### src/verilog/ssf_pkg.sv
// package: register map, field positions and sizes of the sample buffer
package ssf_pkg;
  localparam logic [7:0] OFS_WATERMARK_THRESHOLD = 8'h13;
  localparam logic [7:0] OFS_BUFFER_CONTROL = 8'h14;
  localparam logic [7:0] OFS_ENTRY_COUNT_LOW = 8'h15;
  localparam logic [7:0] OFS_BUFFER_STATUS = 8'h16;
  localparam logic [7:0] RST_WATERMARK_THRESHOLD = 8'h00;
  localparam logic [7:0] RST_BUFFER_CONTROL = 8'h00;
  localparam int CTL_READ_MODE_BIT = 7;
  localparam int CTL_SIZE_LSB = 2;
  localparam int CTL_MODE_LSB = 0;
  localparam int STS_FULL_BIT = 7;
  localparam int STS_WATERMARK_BIT = 6;
  localparam int STS_OVERRUN_BIT = 5;
  localparam int STS_NOT_EMPTY_BIT = 4;
  localparam int STS_COUNT_HI_LSB = 0;
  localparam int COUNT_WIDTH = 10;
  localparam int WORD_WIDTH = 16;
  localparam int BUFFER_DEPTH = 32;
endpackage

### src/verilog/ssf_fifo.sv
// module: word fifo with valid/ready on both sides and a fill count
`timescale 1ns/1ns
module ssf_fifo
  import ssf_pkg::*;
#(
  parameter int WIDTH = WORD_WIDTH,
  parameter int DEPTH = BUFFER_DEPTH
) (
  input wire logic clk, // system clock
  input wire logic sys_rst, // synchronous reset, high
  input wire logic clk_en, // state frozen while low
  input wire logic in_valid, // word offered
  output logic in_ready, // room for a word
  input wire logic [WIDTH-1:0] in_data, // offered word
  output logic out_valid, // word available
  input wire logic out_ready, // consumer takes word
  output logic [WIDTH-1:0] out_data, // head word
  output logic [$clog2(DEPTH):0] fill // words held
);
  localparam int AW = $clog2(DEPTH);
  logic [WIDTH-1:0] mem [DEPTH];
  logic [AW-1:0] wr_ptr, rd_ptr, next_wr_ptr, next_rd_ptr;
  logic [AW:0] next_fill;
  logic push, pop;

  always_comb begin
    in_ready = (fill != (AW+1)'(DEPTH));
    out_valid = (fill != '0);
    out_data = mem[rd_ptr];
    push = in_valid && in_ready;
    pop = out_valid && out_ready;
    next_wr_ptr = push ? wr_ptr + 1'b1 : wr_ptr;
    next_rd_ptr = pop ? rd_ptr + 1'b1 : rd_ptr;
    next_fill = fill + {{AW{1'b0}}, push} - {{AW{1'b0}}, pop};
  end

  always_ff @(posedge clk) begin
    if (sys_rst) begin
      wr_ptr <= '0;
      rd_ptr <= '0;
      fill <= '0;
    end else if (clk_en) begin
      wr_ptr <= next_wr_ptr;
      rd_ptr <= next_rd_ptr;
      fill <= next_fill;
    end
  end

  always_ff @(posedge clk) begin
    if (clk_en && push) begin
      mem[wr_ptr] <= in_data;
    end
  end
endmodule

### src/verilog/ssf_regs.sv
// module: sample buffer with control and status registers
// How it works
// [RULE_01] 8-bit watermark threshold register, resets zero
// [RULE_02] direction bit zero: buffer accepts samples
// [RULE_03] direction bit one: host drains via data
// [RULE_04] command sets direction bit by itself
// [RULE_05] host clears direction bit to resume filling
// [RULE_06] size 3:2, mode 1:0, 6:4 reserved
// [RULE_07] count register: low eight word count bits
// [RULE_08] status bit 7: buffer full
// [RULE_09] status 1:0: count top two bits
// [RULE_10] status bit 6: watermark reached
// [RULE_11] status bit 5: overflow, samples discarded
// [RULE_12] status bit 4: buffer not empty
// [RULE_13] watermark when count >= nonzero threshold
`timescale 1ns/1ns
module ssf_regs
  import ssf_pkg::*;
#(
  parameter int DEPTH = BUFFER_DEPTH
) (
  input wire logic clk, // system clock
  input wire logic sys_rst, // synchronous reset, high
  input wire logic clk_en, // state frozen while low
  input wire logic reg_wr, // register write strobe
  input wire logic reg_rd, // register read strobe
  input wire logic [7:0] reg_addr, // register offset
  input wire logic [7:0] reg_wdata, // write data
  output logic [7:0] reg_rdata, // read data, one cycle later
  input wire logic drain_cmd, // command: enter read mode
  input wire logic sample_valid, // sample word from sensors
  input wire logic [WORD_WIDTH-1:0] sample_data, // sample word
  input wire logic data_pop, // host reads one data word
  output logic [WORD_WIDTH-1:0] data_word, // head word for host
  output logic data_avail, // a data word can be read
  output logic [7:0] size_sel, // size and mode fields to sample path
  output logic read_mode // buffer in drain mode
);
  localparam int CW = $clog2(DEPTH) + 1;

  // ***************************************************************
  // registers
  // ***************************************************************
  logic [7:0] wm_thresh, next_wm_thresh;
  logic [7:0] ctrl, next_ctrl;
  logic overrun, next_overrun;
  logic [7:0] next_rdata;
  logic [7:0] status_val;
  logic [COUNT_WIDTH-1:0] count10;
  logic wm_hit, full;

  // ***************************************************************
  // buffer
  // ***************************************************************
  logic f_in_ready, f_out_valid, f_push_valid, f_pop;
  logic [WORD_WIDTH-1:0] f_out_data;
  logic [CW-1:0] f_fill;

  assign f_push_valid = sample_valid && !ctrl[CTL_READ_MODE_BIT]; // [RULE_02]
  assign f_pop = data_pop && ctrl[CTL_READ_MODE_BIT]; // [RULE_03]

  ssf_fifo #(.WIDTH(WORD_WIDTH), .DEPTH(DEPTH)) u_fifo (
    .clk(clk),
    .sys_rst(sys_rst),
    .clk_en(clk_en),
    .in_valid(f_push_valid),
    .in_ready(f_in_ready),
    .in_data(sample_data),
    .out_valid(f_out_valid),
    .out_ready(f_pop),
    .out_data(f_out_data),
    .fill(f_fill)
  );

  // ***************************************************************
  // status
  // ***************************************************************
  always_comb begin
    count10 = COUNT_WIDTH'(f_fill); // [RULE_07]
    full = !f_in_ready; // [RULE_08]
    wm_hit = (wm_thresh != 8'h00) &&
             (count10 >= {2'h0, wm_thresh}); // [RULE_13]
    status_val = 8'h00;
    status_val[STS_FULL_BIT] = full; // [RULE_08]
    status_val[STS_WATERMARK_BIT] = wm_hit; // [RULE_10]
    status_val[STS_OVERRUN_BIT] = overrun; // [RULE_11]
    status_val[STS_NOT_EMPTY_BIT] = f_out_valid; // [RULE_12]
    status_val[STS_COUNT_HI_LSB +: 2] = count10[9:8]; // [RULE_09]
  end

  // ***************************************************************
  // next state
  // ***************************************************************
  always_comb begin
    next_wm_thresh = wm_thresh;
    next_ctrl = ctrl;
    next_overrun = overrun;
    next_rdata = reg_rdata;
    if (reg_wr && reg_addr == OFS_WATERMARK_THRESHOLD) begin
      next_wm_thresh = reg_wdata; // [RULE_01]
    end
    if (reg_wr && reg_addr == OFS_BUFFER_CONTROL) begin
      next_ctrl = reg_wdata & 8'h8F; // [RULE_06] [RULE_05]
    end
    if (drain_cmd) begin
      next_ctrl[CTL_READ_MODE_BIT] = 1'b1; // [RULE_04]
    end
    if (sample_valid && !ctrl[CTL_READ_MODE_BIT] && !f_in_ready) begin
      next_overrun = 1'b1; // [RULE_11]
    end else if (f_pop) begin
      next_overrun = 1'b0;
    end
    if (reg_rd) begin
      case (reg_addr)
        OFS_WATERMARK_THRESHOLD: next_rdata = wm_thresh;
        OFS_BUFFER_CONTROL: next_rdata = ctrl;
        OFS_ENTRY_COUNT_LOW: next_rdata = count10[7:0]; // [RULE_07]
        OFS_BUFFER_STATUS: next_rdata = status_val;
        default: next_rdata = 8'h00;
      endcase
    end
  end

  always_ff @(posedge clk) begin
    if (sys_rst) begin
      wm_thresh <= RST_WATERMARK_THRESHOLD;
      ctrl <= RST_BUFFER_CONTROL;
      overrun <= 1'b0;
      reg_rdata <= 8'h00;
      data_word <= '0;
      data_avail <= 1'b0;
      size_sel <= 8'h00;
      read_mode <= 1'b0;
    end else if (clk_en) begin
      wm_thresh <= next_wm_thresh;
      ctrl <= next_ctrl;
      overrun <= next_overrun;
      reg_rdata <= next_rdata;
      data_word <= f_out_valid ? f_out_data : '0;
      data_avail <= f_out_valid && next_ctrl[CTL_READ_MODE_BIT];
      size_sel <= {4'h0, next_ctrl[CTL_SIZE_LSB +: 2],
                   next_ctrl[CTL_MODE_LSB +: 2]};
      read_mode <= next_ctrl[CTL_READ_MODE_BIT];
    end
  end

  // ***************************************************************
  // checks
  // ***************************************************************
  property p_thresh_write;
    @(posedge clk) disable iff (sys_rst)
      clk_en && reg_wr && reg_addr == OFS_WATERMARK_THRESHOLD
      |=> wm_thresh == $past(reg_wdata);
  endproperty
  a_thresh_write: assert property (p_thresh_write) // [RULE_01]
    else $error("threshold not written");

  property p_no_fill_in_drain;
    @(posedge clk) disable iff (sys_rst)
      clk_en && ctrl[7] && !f_pop |=> f_fill <= $past(f_fill);
  endproperty
  a_no_fill_in_drain: assert property (p_no_fill_in_drain) // [RULE_02]
    else $error("buffer filled in drain mode");

  property p_fill_accept;
    @(posedge clk) disable iff (sys_rst)
      clk_en && !ctrl[7] && sample_valid && f_in_ready
      |=> f_fill == $past(f_fill) + 1'b1;
  endproperty
  a_fill_accept: assert property (p_fill_accept) // [RULE_02]
    else $error("sample not accepted in fill mode");

  property p_drain_pop;
    @(posedge clk) disable iff (sys_rst)
      clk_en && ctrl[7] && data_pop && f_out_valid
      |=> f_fill == $past(f_fill) - 1'b1;
  endproperty
  a_drain_pop: assert property (p_drain_pop) // [RULE_03]
    else $error("drain pop lost");

  property p_cmd_sets;
    @(posedge clk) disable iff (sys_rst)
      clk_en && drain_cmd |=> ctrl[7] && read_mode;
  endproperty
  a_cmd_sets: assert property (p_cmd_sets) // [RULE_04]
    else $error("command did not set read mode");

  property p_reserved;
    @(posedge clk) disable iff (sys_rst) ctrl[6:4] == 3'h0;
  endproperty
  a_reserved: assert property (p_reserved) // [RULE_06]
    else $error("reserved control bits set");

  property p_count_read;
    @(posedge clk) disable iff (sys_rst)
      clk_en && reg_rd && reg_addr == OFS_ENTRY_COUNT_LOW
      |=> reg_rdata == $past(count10[7:0]);
  endproperty
  a_count_read: assert property (p_count_read) // [RULE_07]
    else $error("count read wrong");

  property p_status_read;
    @(posedge clk) disable iff (sys_rst)
      clk_en && reg_rd && reg_addr == OFS_BUFFER_STATUS
      |=> reg_rdata[7] == $past(f_fill == DEPTH) &&
          reg_rdata[4] == $past(f_fill != 0) &&
          reg_rdata[1:0] == $past(count10[9:8]);
  endproperty
  a_status_read: assert property (p_status_read) // [RULE_08][RULE_09][RULE_12]
    else $error("status read wrong");

  property p_wm;
    @(posedge clk) disable iff (sys_rst)
      wm_hit == (wm_thresh != 0 && f_fill >= wm_thresh);
  endproperty
  a_wm: assert property (p_wm) // [RULE_10] [RULE_13]
    else $error("watermark flag wrong");

  property p_overrun;
    @(posedge clk) disable iff (sys_rst)
      clk_en && sample_valid && !ctrl[7] && full |=> overrun;
  endproperty
  a_overrun: assert property (p_overrun) // [RULE_11]
    else $error("overrun not flagged");

  property p_field_write;
    @(posedge clk) disable iff (sys_rst)
      clk_en && reg_wr && reg_addr == OFS_BUFFER_CONTROL
      |=> ctrl[3:0] == $past(reg_wdata[3:0]) &&
          size_sel[3:0] == $past(reg_wdata[3:0]);
  endproperty
  a_field_write: assert property (p_field_write) // [RULE_06]
    else $error("control fields not written");

  property p_resume;
    @(posedge clk) disable iff (sys_rst)
      clk_en && reg_wr && reg_addr == OFS_BUFFER_CONTROL &&
      !reg_wdata[CTL_READ_MODE_BIT] && !drain_cmd |=> !read_mode;
  endproperty
  a_resume: assert property (p_resume) // [RULE_05]
    else $error("fill mode not resumed");

  property p_drain_wins;
    @(posedge clk) disable iff (sys_rst)
      clk_en && drain_cmd && reg_wr && reg_addr == OFS_BUFFER_CONTROL
      |=> ctrl[CTL_READ_MODE_BIT];
  endproperty
  a_drain_wins: assert property (p_drain_wins) // [RULE_04]
    else $error("command lost to control write");

  property p_avail;
    @(posedge clk) disable iff (sys_rst)
      data_avail |-> read_mode;
  endproperty
  a_avail: assert property (p_avail) // [RULE_03]
    else $error("data offered outside drain mode");

  property p_discard;
    @(posedge clk) disable iff (sys_rst)
      clk_en && sample_valid && !ctrl[CTL_READ_MODE_BIT] && full
      |=> f_fill == $past(f_fill);
  endproperty
  a_discard: assert property (p_discard) // [RULE_11]
    else $error("sample stored while full");

  property p_drain_quiet;
    @(posedge clk) disable iff (sys_rst)
      ctrl[CTL_READ_MODE_BIT] && !overrun |=> !overrun;
  endproperty
  a_drain_quiet: assert property (p_drain_quiet) // [RULE_11]
    else $error("overrun raised in drain mode");

  property p_overrun_hold;
    @(posedge clk) disable iff (sys_rst)
      overrun && !f_pop |=> overrun;
  endproperty
  a_overrun_hold: assert property (p_overrun_hold) // [RULE_11]
    else $error("overrun flag lost");

  property p_status_flags;
    @(posedge clk) disable iff (sys_rst)
      clk_en && reg_rd && reg_addr == OFS_BUFFER_STATUS
      |=> reg_rdata[6] == $past(wm_hit) &&
          reg_rdata[5] == $past(overrun) &&
          reg_rdata[3:2] == 2'h0;
  endproperty
  a_status_flags: assert property (p_status_flags) // [RULE_10][RULE_11]
    else $error("status flags read wrong");

  property p_freeze;
    @(posedge clk) disable iff (sys_rst)
      !clk_en |=> wm_thresh == $past(wm_thresh) && ctrl == $past(ctrl) &&
                  f_fill == $past(f_fill) && overrun == $past(overrun);
  endproperty
  a_freeze: assert property (p_freeze) // [RULE_01]
    else $error("state moved while clock enable low");

  c_full: cover property (@(posedge clk) full);
  c_wm: cover property (@(posedge clk) wm_hit);
  c_overrun: cover property (@(posedge clk) overrun);
  c_drain: cover property (@(posedge clk) f_pop ##1 !ctrl[7]);
  c_resume: cover property (@(posedge clk) read_mode ##1 !read_mode);
endmodule

### config.mk
export PLATFORM = sky130hd
export DESIGN_NAME = ssf_regs
export DESIGN_NICKNAME = d
export VERILOG_FILES = /design/src/verilog/ssf_pkg.sv /design/src/verilog/ssf_fifo.sv /design/src/verilog/ssf_regs.sv
export SDC_FILE = /design/constraint.sdc
export NUM_CORES = 1
export LEC_CHECK = 0
export CAP_MARGIN = 10
export CORE_AREA = 2 2 241 243
export DETAILED_ROUTE_END_ITERATION = 8
export DIE_AREA = 0 0 243 245
export DONT_BUFFER_PORTS = 1
export GPL_TIMING_DRIVEN = 0
export PLACE_DENSITY_LB_ADDON = 0.08
export SLEW_MARGIN = 20
export SYNTH_ARGS = -nofsm -noshare
export SYNTH_HDL_FRONTEND = slang
export SYNTH_SLANG_ARGS = --single-unit
### constraint.sdc
create_clock -name clk -period 8.1 [get_ports clk]
set_input_delay 1.62 -clock clk [delete_from_list [all_inputs] [get_ports clk]]
set_output_delay 1.62 -clock clk [all_outputs]
set_load 0.01 [all_outputs]
Word-level counts from Yosys, hierarchy flattened

Memories as Yosys holds them, arrays and structs flattened. A register that Yosys moved wholly into a read port is not among the register bits.
Index checks and enable logic that the tools add are counted.

Memory bits (writable): 512
Latch bits: 0
Input bits: 40
Output and inout bits: 34
Logic and storage cells: 52
Flip-flop bits (word level): 60
Memories: 1
Memory bits (read-only): 0

$lt $le $gt $ge: 1
Bitwise gates (word level): 0
Divide/modulo/power cells: 0
Reduce and logical (&&, ||, !) cells: 20
$add $sub $neg: 4
Multipliers: 0
Eq/ne operators: 5
Muxes and demuxes: 10
Shifts and indexed selects: 0

Memories:

| name       | depth | width | read ports | clocked after Yosys merged registers in | write ports | RTL line       | RTL |
|---|---|---|---|---|---|---|---|
| u_fifo.mem | 32    | 16    | 1          | 1                                       | 1           | ssf_fifo.sv:21 | `logic [WIDTH-1:0] mem [DEPTH];` |

Operator list:

| operator                                            | number |
|---|---|
| equality test 8 x 5 -> 1 bit, second input constant | 4 |
| case mux 8 bit (4 select lines)                     | 1 |
| two-way mux 16 bit                                  | 1 |
| adder 5 x 1 -> 5 bit, second input constant         | 2 |
| logical AND 1 bit                                   | 10 |
| two-way mux 5 bit                                   | 2 |
| AND reduction 2 bit                                 | 5 |
| greater-or-equal comparator 6 x 8 -> 1 bit          | 1 |
| two-way mux 8 bit                                   | 1 |
| nonzero test 8 bit                                  | 1 |
| adder 6 x 1 -> 6 bit                                | 1 |
| inequality test 6 bit, second input constant        | 1 |
| nonzero test 6 bit                                  | 1 |
| subtractor 6 x 1 -> 6 bit                           | 1 |
| two-way mux 1 bit                                   | 5 |
| zero test 1 bit                                     | 2 |
| nonzero test 2 bit                                  | 1 |

Longest topological paths before layout

Gate-level depths: netlist of the first run.

Depth after elaboration: 6
Depth in mapped cells: 15
Depth with buffers taken out: 15

Modules after synthesis

A second synthesis of the first run with hierarchy kept.

Cells, all modules: 1300
Area, all modules: 22739.3 um^2

By module, submodules not included:

| module   | sequential area each (um^2) | cells each | area an instance (um^2) | instances |
|---|---|---|---|---|
| ssf_fifo | 15795.1                     | 1077       | 20782.4                 | 1 |
| ssf_regs | 780.7                       | 223        | 1956.9                  | 1 |

Worst setup path after synthesis of the first run

No wires, ideal clock.

Kind: input to register
Start point: input sample_valid
End point: memory u_fifo.mem[31][0] in the netlist's numbering (enable)
Required time: 7.712 ns
Slack: 4.646 ns
Data arrival time: 3.065 ns
Stages on the path: 5
Buffers on the path: 1
Library setup time: 0.388 ns
Path through: nor3b_1 and2_1 buf_2 nand2_1 nor2_1

Word-level cells in the longest chain between the ends: 5

RTL lines:

| element                                 | RTL line       | RTL |
|---|---|---|
| start, declared                         | ssf_regs.sv:31 | `input wire logic sample_valid,` |
| logical AND 1 bit                       | ssf_regs.sv:59 | `assign f_push_valid = sample_valid && !ctrl[CTL_READ_MODE_BIT];` |
| logical AND 1 bit                       | ssf_fifo.sv:30 | `push = in_valid && in_ready;` |
| logical AND 1 bit                       | ssf_fifo.sv:50 | `if (clk_en && push) begin` |
| two-way mux 1 bit                       | ssf_fifo.sv:50 |  |
| two-way mux 1 bit (implied by the code) | ssf_fifo.sv:51 | `mem[wr_ptr] <= in_data;` |
| end, declared                           | ssf_fifo.sv:21 |  |

Every way passes these cells.

Worst setup path in the final report of the first run

Start point: register u_fifo.fill[2]
End point: memory u_fifo.mem[15][5] in the netlist's numbering (enable)

Word-level cells in the longest chain between the ends: 5

RTL lines:

| element                                 | RTL line       | RTL |
|---|---|---|
| start, declared                         | ssf_fifo.sv:18 | `output logic [$clog2(DEPTH):0] fill` |
| start signal, assigned                  | ssf_fifo.sv:45 | `fill <= next_fill;` |
| inequality test 6 bit                   | ssf_fifo.sv:27 | `in_ready = (fill != (AW+1)'(DEPTH));` |
| logical AND 1 bit                       | ssf_fifo.sv:30 |  |
| logical AND 1 bit                       | ssf_fifo.sv:50 |  |
| two-way mux 1 bit                       | ssf_fifo.sv:50 |  |
| two-way mux 1 bit (implied by the code) | ssf_fifo.sv:51 |  |

Every way passes these cells.

==> flow_summary.yaml, run 1 <==
synth:
  synth_top_family_by_area: "multiplexers"
  synthCells: 1241
  synthSimpleGateAreaFrac_pct: 4.38
  synth_fa_ha_area_share_pct: 1.20
  async_reset_ff_share_pct: 0
  yosysTopAreaCellShare_pct: 68.0
  muxShareOfSynthArea_pct: 15.5
  synth_edf_count: 512
  ys_warn_count: 0
  ys_types: 59
  syn_area_per_cell_um2: 18.2
  synth.area.top_cells: "edfxtp_1, mux4_2, dfxtp_1, mux2i_1, mux2_2"
  synth_area_mm2: 0.0226
  synth_compound_area_share_pct: 3.28
  synth_seq_cells: 572
  yosys_most_used_dff: "edfxtp_1"
  synthTopCellsByCount: "edfxtp_1, mux4_2, mux2i_1, nor2_1, nand2_1"
  ys_seq_area_share_pct: 73.3
  synth_top_area_cell: "edfxtp_1"
  post-synth-top-count-cell: "edfxtp_1"
  synth_xor_area_share_pct: 0.465
die:
  rows: 88
  fp.coreArea_mm2: 0.0570
  ios: 74
  die_y_um: 245
  initial_core_util_pct: 39.6
  die-area_mm2: 0.0595
  die_w_um: 243
clocking:
  post_cts_buffers: 0
  ctsHtreeMaxLevel: 2
  holdBufCountCts: 0
  root_buffer: "clkbuf_16"
  clk_pin_slew_ns: 0.06
  cts_tree: "done"
  numCtsBuffers: 61
  clk_latency_ns: 0.62
  cts_resized: 0
  cts.sinks: 572
  cts.path.max_buffers: 3
final_layout:
  seq_area_mm2: 0.0166
  drive_above_1_share_pct: 22.6
  n_antenna_cell: 0
  nets: 1391
  areaGrowthSynthToFinish_pct: 14.6
  fill_cells: 5034
  multi_input_area_mm2: 0.00574
placed_design:
  gp_congestion: 0.829
  dp_slack_ns: 3.77
  port_buffers: 0
  dp_hpwl_um: 37600
timing:
  clock_skew_ns: 0.0172
  hold_ws_ns: 0.479
  relSlewSlack_pct: 37.0
  fmax_mhz: 277
  drv_slew: 0
  period_minus_slack_ns: 3.61
  tightest_slew_ns: 0.938
  setup_viol: 0
  post-route-period-util_pct: 44.6
  fin_ws_ns: 4.49
  hold_viol: 0
  fin_tns_setup_ns: 0
  rsz0062_at_grt: "false"
status:
  status: "completed"
drt:
  via_count: 11400
  postRouteAntennaNets: 0
  drt_iter0_drc: 843
  wl_per_cell_um: 26.9
  firstDrtPassIters: 5
  detail_route.vias_per_cell: 5.31
  wirelength_um: 57600
  drc: 0
setup_path:
  worst_setup_path_start_kind: "flip-flop"
  cp-end-kind: "flip-flop"
  worst-setup-path-type: "reg -> reg"
  worstPathMaxFanout: 16
  crit_arrival_ns: 3.86
  cp.required_ns: 8.34
global_route:
  grt_antenna_before_repair: 1
  grtUsageTotal_pct: 19.6
  grt_pass1_vias: 11800
  overflow: 0
  grt_pass1_wl_um: 83000
  grt_max_degree: 33
power:
  ir_worst_vdd_uv: 171
  p_per_area_mw_per_mm2: 240
  p_total_mw: 6.22
  leakagePower_nw: 7.90
min_path:
  min_path_type: "reg -> reg"
run:
  drv_cap: 0
worst max-delay path: stages, from the launching register on:
cell	delay, ns
dfxtp_1	0.48
inv_1	0.11
ha_1	0.21
nor4bb_1	0.17
nor3b_1	0.41
and2_1	0.23
buf_2	0.21
nand2_1	0.41
or2_1	0.41
inv_1	0.58
cell type report:
class                   count  area share [%]
repair buffers             23            1.23
plain buffers              68            1.30
inverters                  20           0.290
clock buffers              82            6.51
well taps                 765            3.69
multi-input cells         584            22.2
flip-flops and latches    572            64.0
clock inverters            29           0.821
through the flow:
| step | instance area (µm²) | std cells | utilization [%] |
|---|---|---|---|
| global placement | 23600 | 2009 | 41.3 |
| global route | 25900 | 2143 | 45.4 |
| finish | 25900 | 2143 | 45.4 |
| floorplan | 22600 | 1244 | - |
| detailed placement | 24000 | 2032 | 42.1 |
| CTS | 25900 | 2143 | 45.4 |
cells by family after synthesis:
family / count (synthesis)
DFF: 572
and+or+nand+nor: 213
muxes: 224
buffers and inverters: 88
xor gates and xnor gates: 12
adders and majority gates: 21
other: 1
AOI/OAI and AO/OA: 110
placed cells by master, fill, tap and decap left out, types with 7 or more instances in the layout:
cell,instances
edfxtp_1,512
mux4_2,97
mux2i_1,87
nand2_1,67
clkbuf_16,63
dfxtp_1,60
nor2_1,54
clkbuf_1,47
mux2_2,36
a21oi_1,25
buf_2,23
nor2_2,23
inv_1,20
ha_1,20
nand3_1,17
buf_8,16
o22ai_1,15
o211ai_1,15
a2111oi_0,12
clkinv_2,12
clkinv_1,12
o21ai_1,10
buf_6,10
buf_4,8
nor2_4,8
xor2_1,7
worst paths after layout:
path                  start           endpoint  slack, ns  cells past startpoint
max          u_fifo.fill[2]  u_fifo.mem[15][5]       4.49                      9
min                 overrun            overrun       0.48                      2
max reg2reg  u_fifo.fill[2]  u_fifo.mem[15][5]       4.49                      9
min reg2reg         overrun            overrun       0.48                      2
power breakdown:
| group | switching, mW | leakage [nW] | internal [mW] |
|---|---|---|---|
| Combinational | 0.156 | 1.87 | 0.120 |
| Sequential | 0.0401 | 5.09 | 3.24 |
| Clock | 1.12 | 0.940 | 1.54 |
| Total | 1.32 | 7.90 | 4.90 |
layer usage:
metal	vias up	track usage [%]	wire (µm)
met2	232	32.7	28200
met4	0	5.38	1290
met1	5964	26.1	25200
li1	5110	-	-
met3	83	4.02	2920
met5	-	0	0
sequential cells by signal, indices dropped and copies added, names as in the netlist, named ones only:
| register | cells |
|---|---|
| u_fifo.rd_ptr | 5 |
| data_avail | 1 |
| u_fifo.wr_ptr | 5 |
| read_mode | 1 |
| wm_thresh | 8 |
| reg_rdata | 8 |
| overrun | 1 |
| data_word | 16 |
| u_fifo.fill | 6 |
| u_fifo.mem | 512 |
| ctrl | 4 |
Note: power is estimated with default switching activity, not from simulation.
==> inputs of run 2 (changes only) <==
--- a/config.mk
+++ b/config.mk
@@ -5,10 +5,11 @@
 export SDC_FILE = /design/constraint.sdc
 export NUM_CORES = 1
 export LEC_CHECK = 0
+export ABC_AREA = 1
 export CAP_MARGIN = 10
-export CORE_AREA = 2 2 241 243
+export CORE_AREA = 2 2 247 249
 export DETAILED_ROUTE_END_ITERATION = 8
-export DIE_AREA = 0 0 243 245
+export DIE_AREA = 0 0 249 251
 export DONT_BUFFER_PORTS = 1
 export GPL_TIMING_DRIVEN = 0
 export PLACE_DENSITY_LB_ADDON = 0.08
==> constraint.sdc (replaced) <==
create_clock -name clk -period 3.03 [get_ports clk]
set_input_delay 0.606 -clock clk [delete_from_list [all_inputs] [get_ports clk]]
set_output_delay 0.606 -clock clk [all_outputs]
set_load 0.01 [all_outputs]
==> run 2 against run 1 <==
Effect of this change: the flow now finishes with violations (negative setup slack); area after synthesis up 4.8%; via count is 43% higher; critical endpoint is now u_fifo.mem[28][4]; die area is 5.0% higher; clock power grew to 2.7 times the previous value; global-route usage increased by 4.8 points; critical path type unchanged; wire length up 32%.
==> flow_summary.yaml, run 2 <==
synth:
  async_reset_ff_share_pct: 0
  synthCells: 2176
  ys_seq_area_share_pct: 70.0
  synth_seq_cells: 572
  post-synth-top-count-cell: "nand2_1"
  synth_area_mm2: 0.0237
  yosysTopAreaCellShare_pct: 64.9
  synth.area.top_cells: "edfxtp_1, nand2_1, nand3_1, dfxtp_1, ha_1"
  yosys_most_used_dff: "edfxtp_1"
  syn_area_per_cell_um2: 10.9
  synthTopCellsByCount: "nand2_1, edfxtp_1, nand3_1, dfxtp_1, inv_1"
  synth_edf_count: 512
  ys_warn_count: 0
  ys_types: 33
  synth_top_area_cell: "edfxtp_1"
min_path:
  min_path_type: "in -> reg"
drt:
  wl_per_cell_um: 24.4
  postRouteAntennaNets: 0
  drt_iter0_drc: 1562
  detail_route.vias_per_cell: 5.21
  wirelength_um: 76300
  firstDrtPassIters: 6
  drc: 0
  via_count: 16300
setup_path:
  cp-end-kind: "flip-flop"
  crit_buf_inv: 3
  path_common_cell: "nand2_1"
  max_stage_delay_ns: 0.52
  cp.required_ns: 3.38
  worst_setup_path_start_kind: "flip-flop"
  worstPathMaxFanout: 10
  rrSetupSlack_ns: -0.03
  worst-setup-path-type: "reg -> reg"
  crit_arrival_ns: 3.40
  cpMaxStageDelayCell: "nand2_1"
  cp_cell_sequence: "inv_2 > ha_1 > nand4_1 > nand2_1 > inv_1 > nand2_1 > nor2_4 > buf_8"
  critPathTopFamily: "simple AND/OR/NAND/NOR gates"
timing:
  post-route-period-util_pct: 101
  fin_ws_ns: -0.0271
  clock_skew_ns: 0.0158
  fmax_mhz: 327
  hold_viol: 0
  drv_slew: 0
  period_minus_slack_ns: 3.06
  relSlewSlack_pct: 39.5
  setup_viol: 38
  rsz0062_at_grt: "true"
  tightest_slew_ns: 0.907
final_layout:
  top_regs: "u_fifo.mem (512), data_word (16)"
  drive_above_1_share_pct: 11.0
  layout_commonest_cell: "nand2_1"
  fin_util_pct: 46.0
  nets: 2355
  finalInstanceArea_mm2: 0.0275
  largest_register_ffs: 512
  final_cell_mix: "nand2_1, edfxtp_1, nand3_1"
  areaGrowthSynthToFinish_pct: 16.0
  regMostFlops: "u_fifo.mem"
die:
  initial_core_util_pct: 39.6
  die_y_um: 251
  ios: 74
  die_w_um: 249
  die-area_mm2: 0.0625
  fp.coreArea_mm2: 0.0598
  rows: 90
placed_design:
  gp_congestion: 0.930
  port_buffers: 0
  post_dp_cell_area_mm2: 0.0251
  dp_hpwl_um: 50600
clocking:
  numCtsBuffers: 60
  clk_latency_ns: 0.64
  ctsHtreeMaxLevel: 2
  cts_tree: "done"
  root_buffer: "clkbuf_16"
  clk_pin_slew_ns: 0.06
  cts.path.max_buffers: 3
  cts.sinks: 572
global_route:
  grtUsageTotal_pct: 24.4
  grt_antenna_before_repair: 1
  grt_pass1_vias: 15800
  grt_max_degree: 33
  grt_pass1_wl_um: 109000
  overflow: 0
run:
  drv_cap: 0
status:
  status: "finished, violations left"
  violations: "negative setup slack"
power:
  p_per_area_mw_per_mm2: 613
  leakagePower_nw: 10.1
  ir_worst_vdd_uv: 428
[run 2: cells by family after synthesis]
logic type	share of synthesized area (%)
AOI/OAI and AO/OA	1.86
xor gates and xnor gates	0.148
adders and majority gates	1.14
buffers and inverters	3.62
DFF	70.0
other	0.0158
and+or+nand+nor	23.2
[run 2: area by class of cell]
| type | instances | area (µm²) |
|---|---|---|
| clock inverters | 38 | 323 |
| diodes | 2 | 5.00 |
| repair buffers | 53 | 669 |
| plain buffers | 123 | 633 |
| fillers | 5542 | 32300 |
| flip-flops and latches | 572 | 16600 |
| multi-input cells | 1424 | 6480 |
| well taps | 782 | 978 |
| inverters | 60 | 225 |
| clock buffers | 76 | 1590 |
[run 2: what timing repair did]
item                                   CTS  global route
hold buffers                             0             0
setup buffers                           19            10
pin swaps                                6             3
gates resized for setup                  8            13
setup endpoints to repair              290           197
endpoints found under the hold margin    0             0
[run 2: through the flow]
stage               TNS [ns]  setup slack (ns)  instances  power, mW  hold WS [ns]
floorplan                  0             0.221       2179       9.37         0.445
global placement     -364.96             -1.63       2961       9.69         0.465
detailed placement    -17.79            -0.192       2985       9.70         0.472
CTS                    -4.00            -0.101       3118       16.9        0.0314
global route          -11.23            -0.150       3128       17.3        0.0431
finish                -0.505           -0.0271       3130       16.8        0.0611
[run 2: power breakdown]
group	switching (mW)	internal, mW
combinational	0.631	0.269
sequential	0.0502	8.64
clock	3.11	4.14
total	3.79	13.1
[run 2: worst paths after layout]
check	start	to	cells after the start
worst min register to register	u_fifo.rd_ptr[2]	u_fifo.rd_ptr[2]	2
worst max-delay path	u_fifo.fill[3]	u_fifo.mem[28][4]	8
worst min-delay path	sample_data[1]	u_fifo.mem[17][1]	0
worst max register to register	u_fifo.fill[3]	u_fifo.mem[28][4]	8
[run 2: per-layer routing]
layer | GRT usage [%] | vias up | part of all wire, %
met5 | 0 | - | 0
met4 | 9.99 | 0 | 3.7
met3 | 4.34 | 143 | 6.2
met2 | 38.3 | 503 | 46
met1 | 33.6 | 7929 | 44
li1 | - | 7719 | -
[run 2: worst register-to-register path, delay by kind of cell (launching register included)]
kind	cells	cell delay, ns
adders and majority gates	1	0.21
buffers and inverters	3	0.55
DFF	1	0.42
and+or+nand+nor	4	1.57
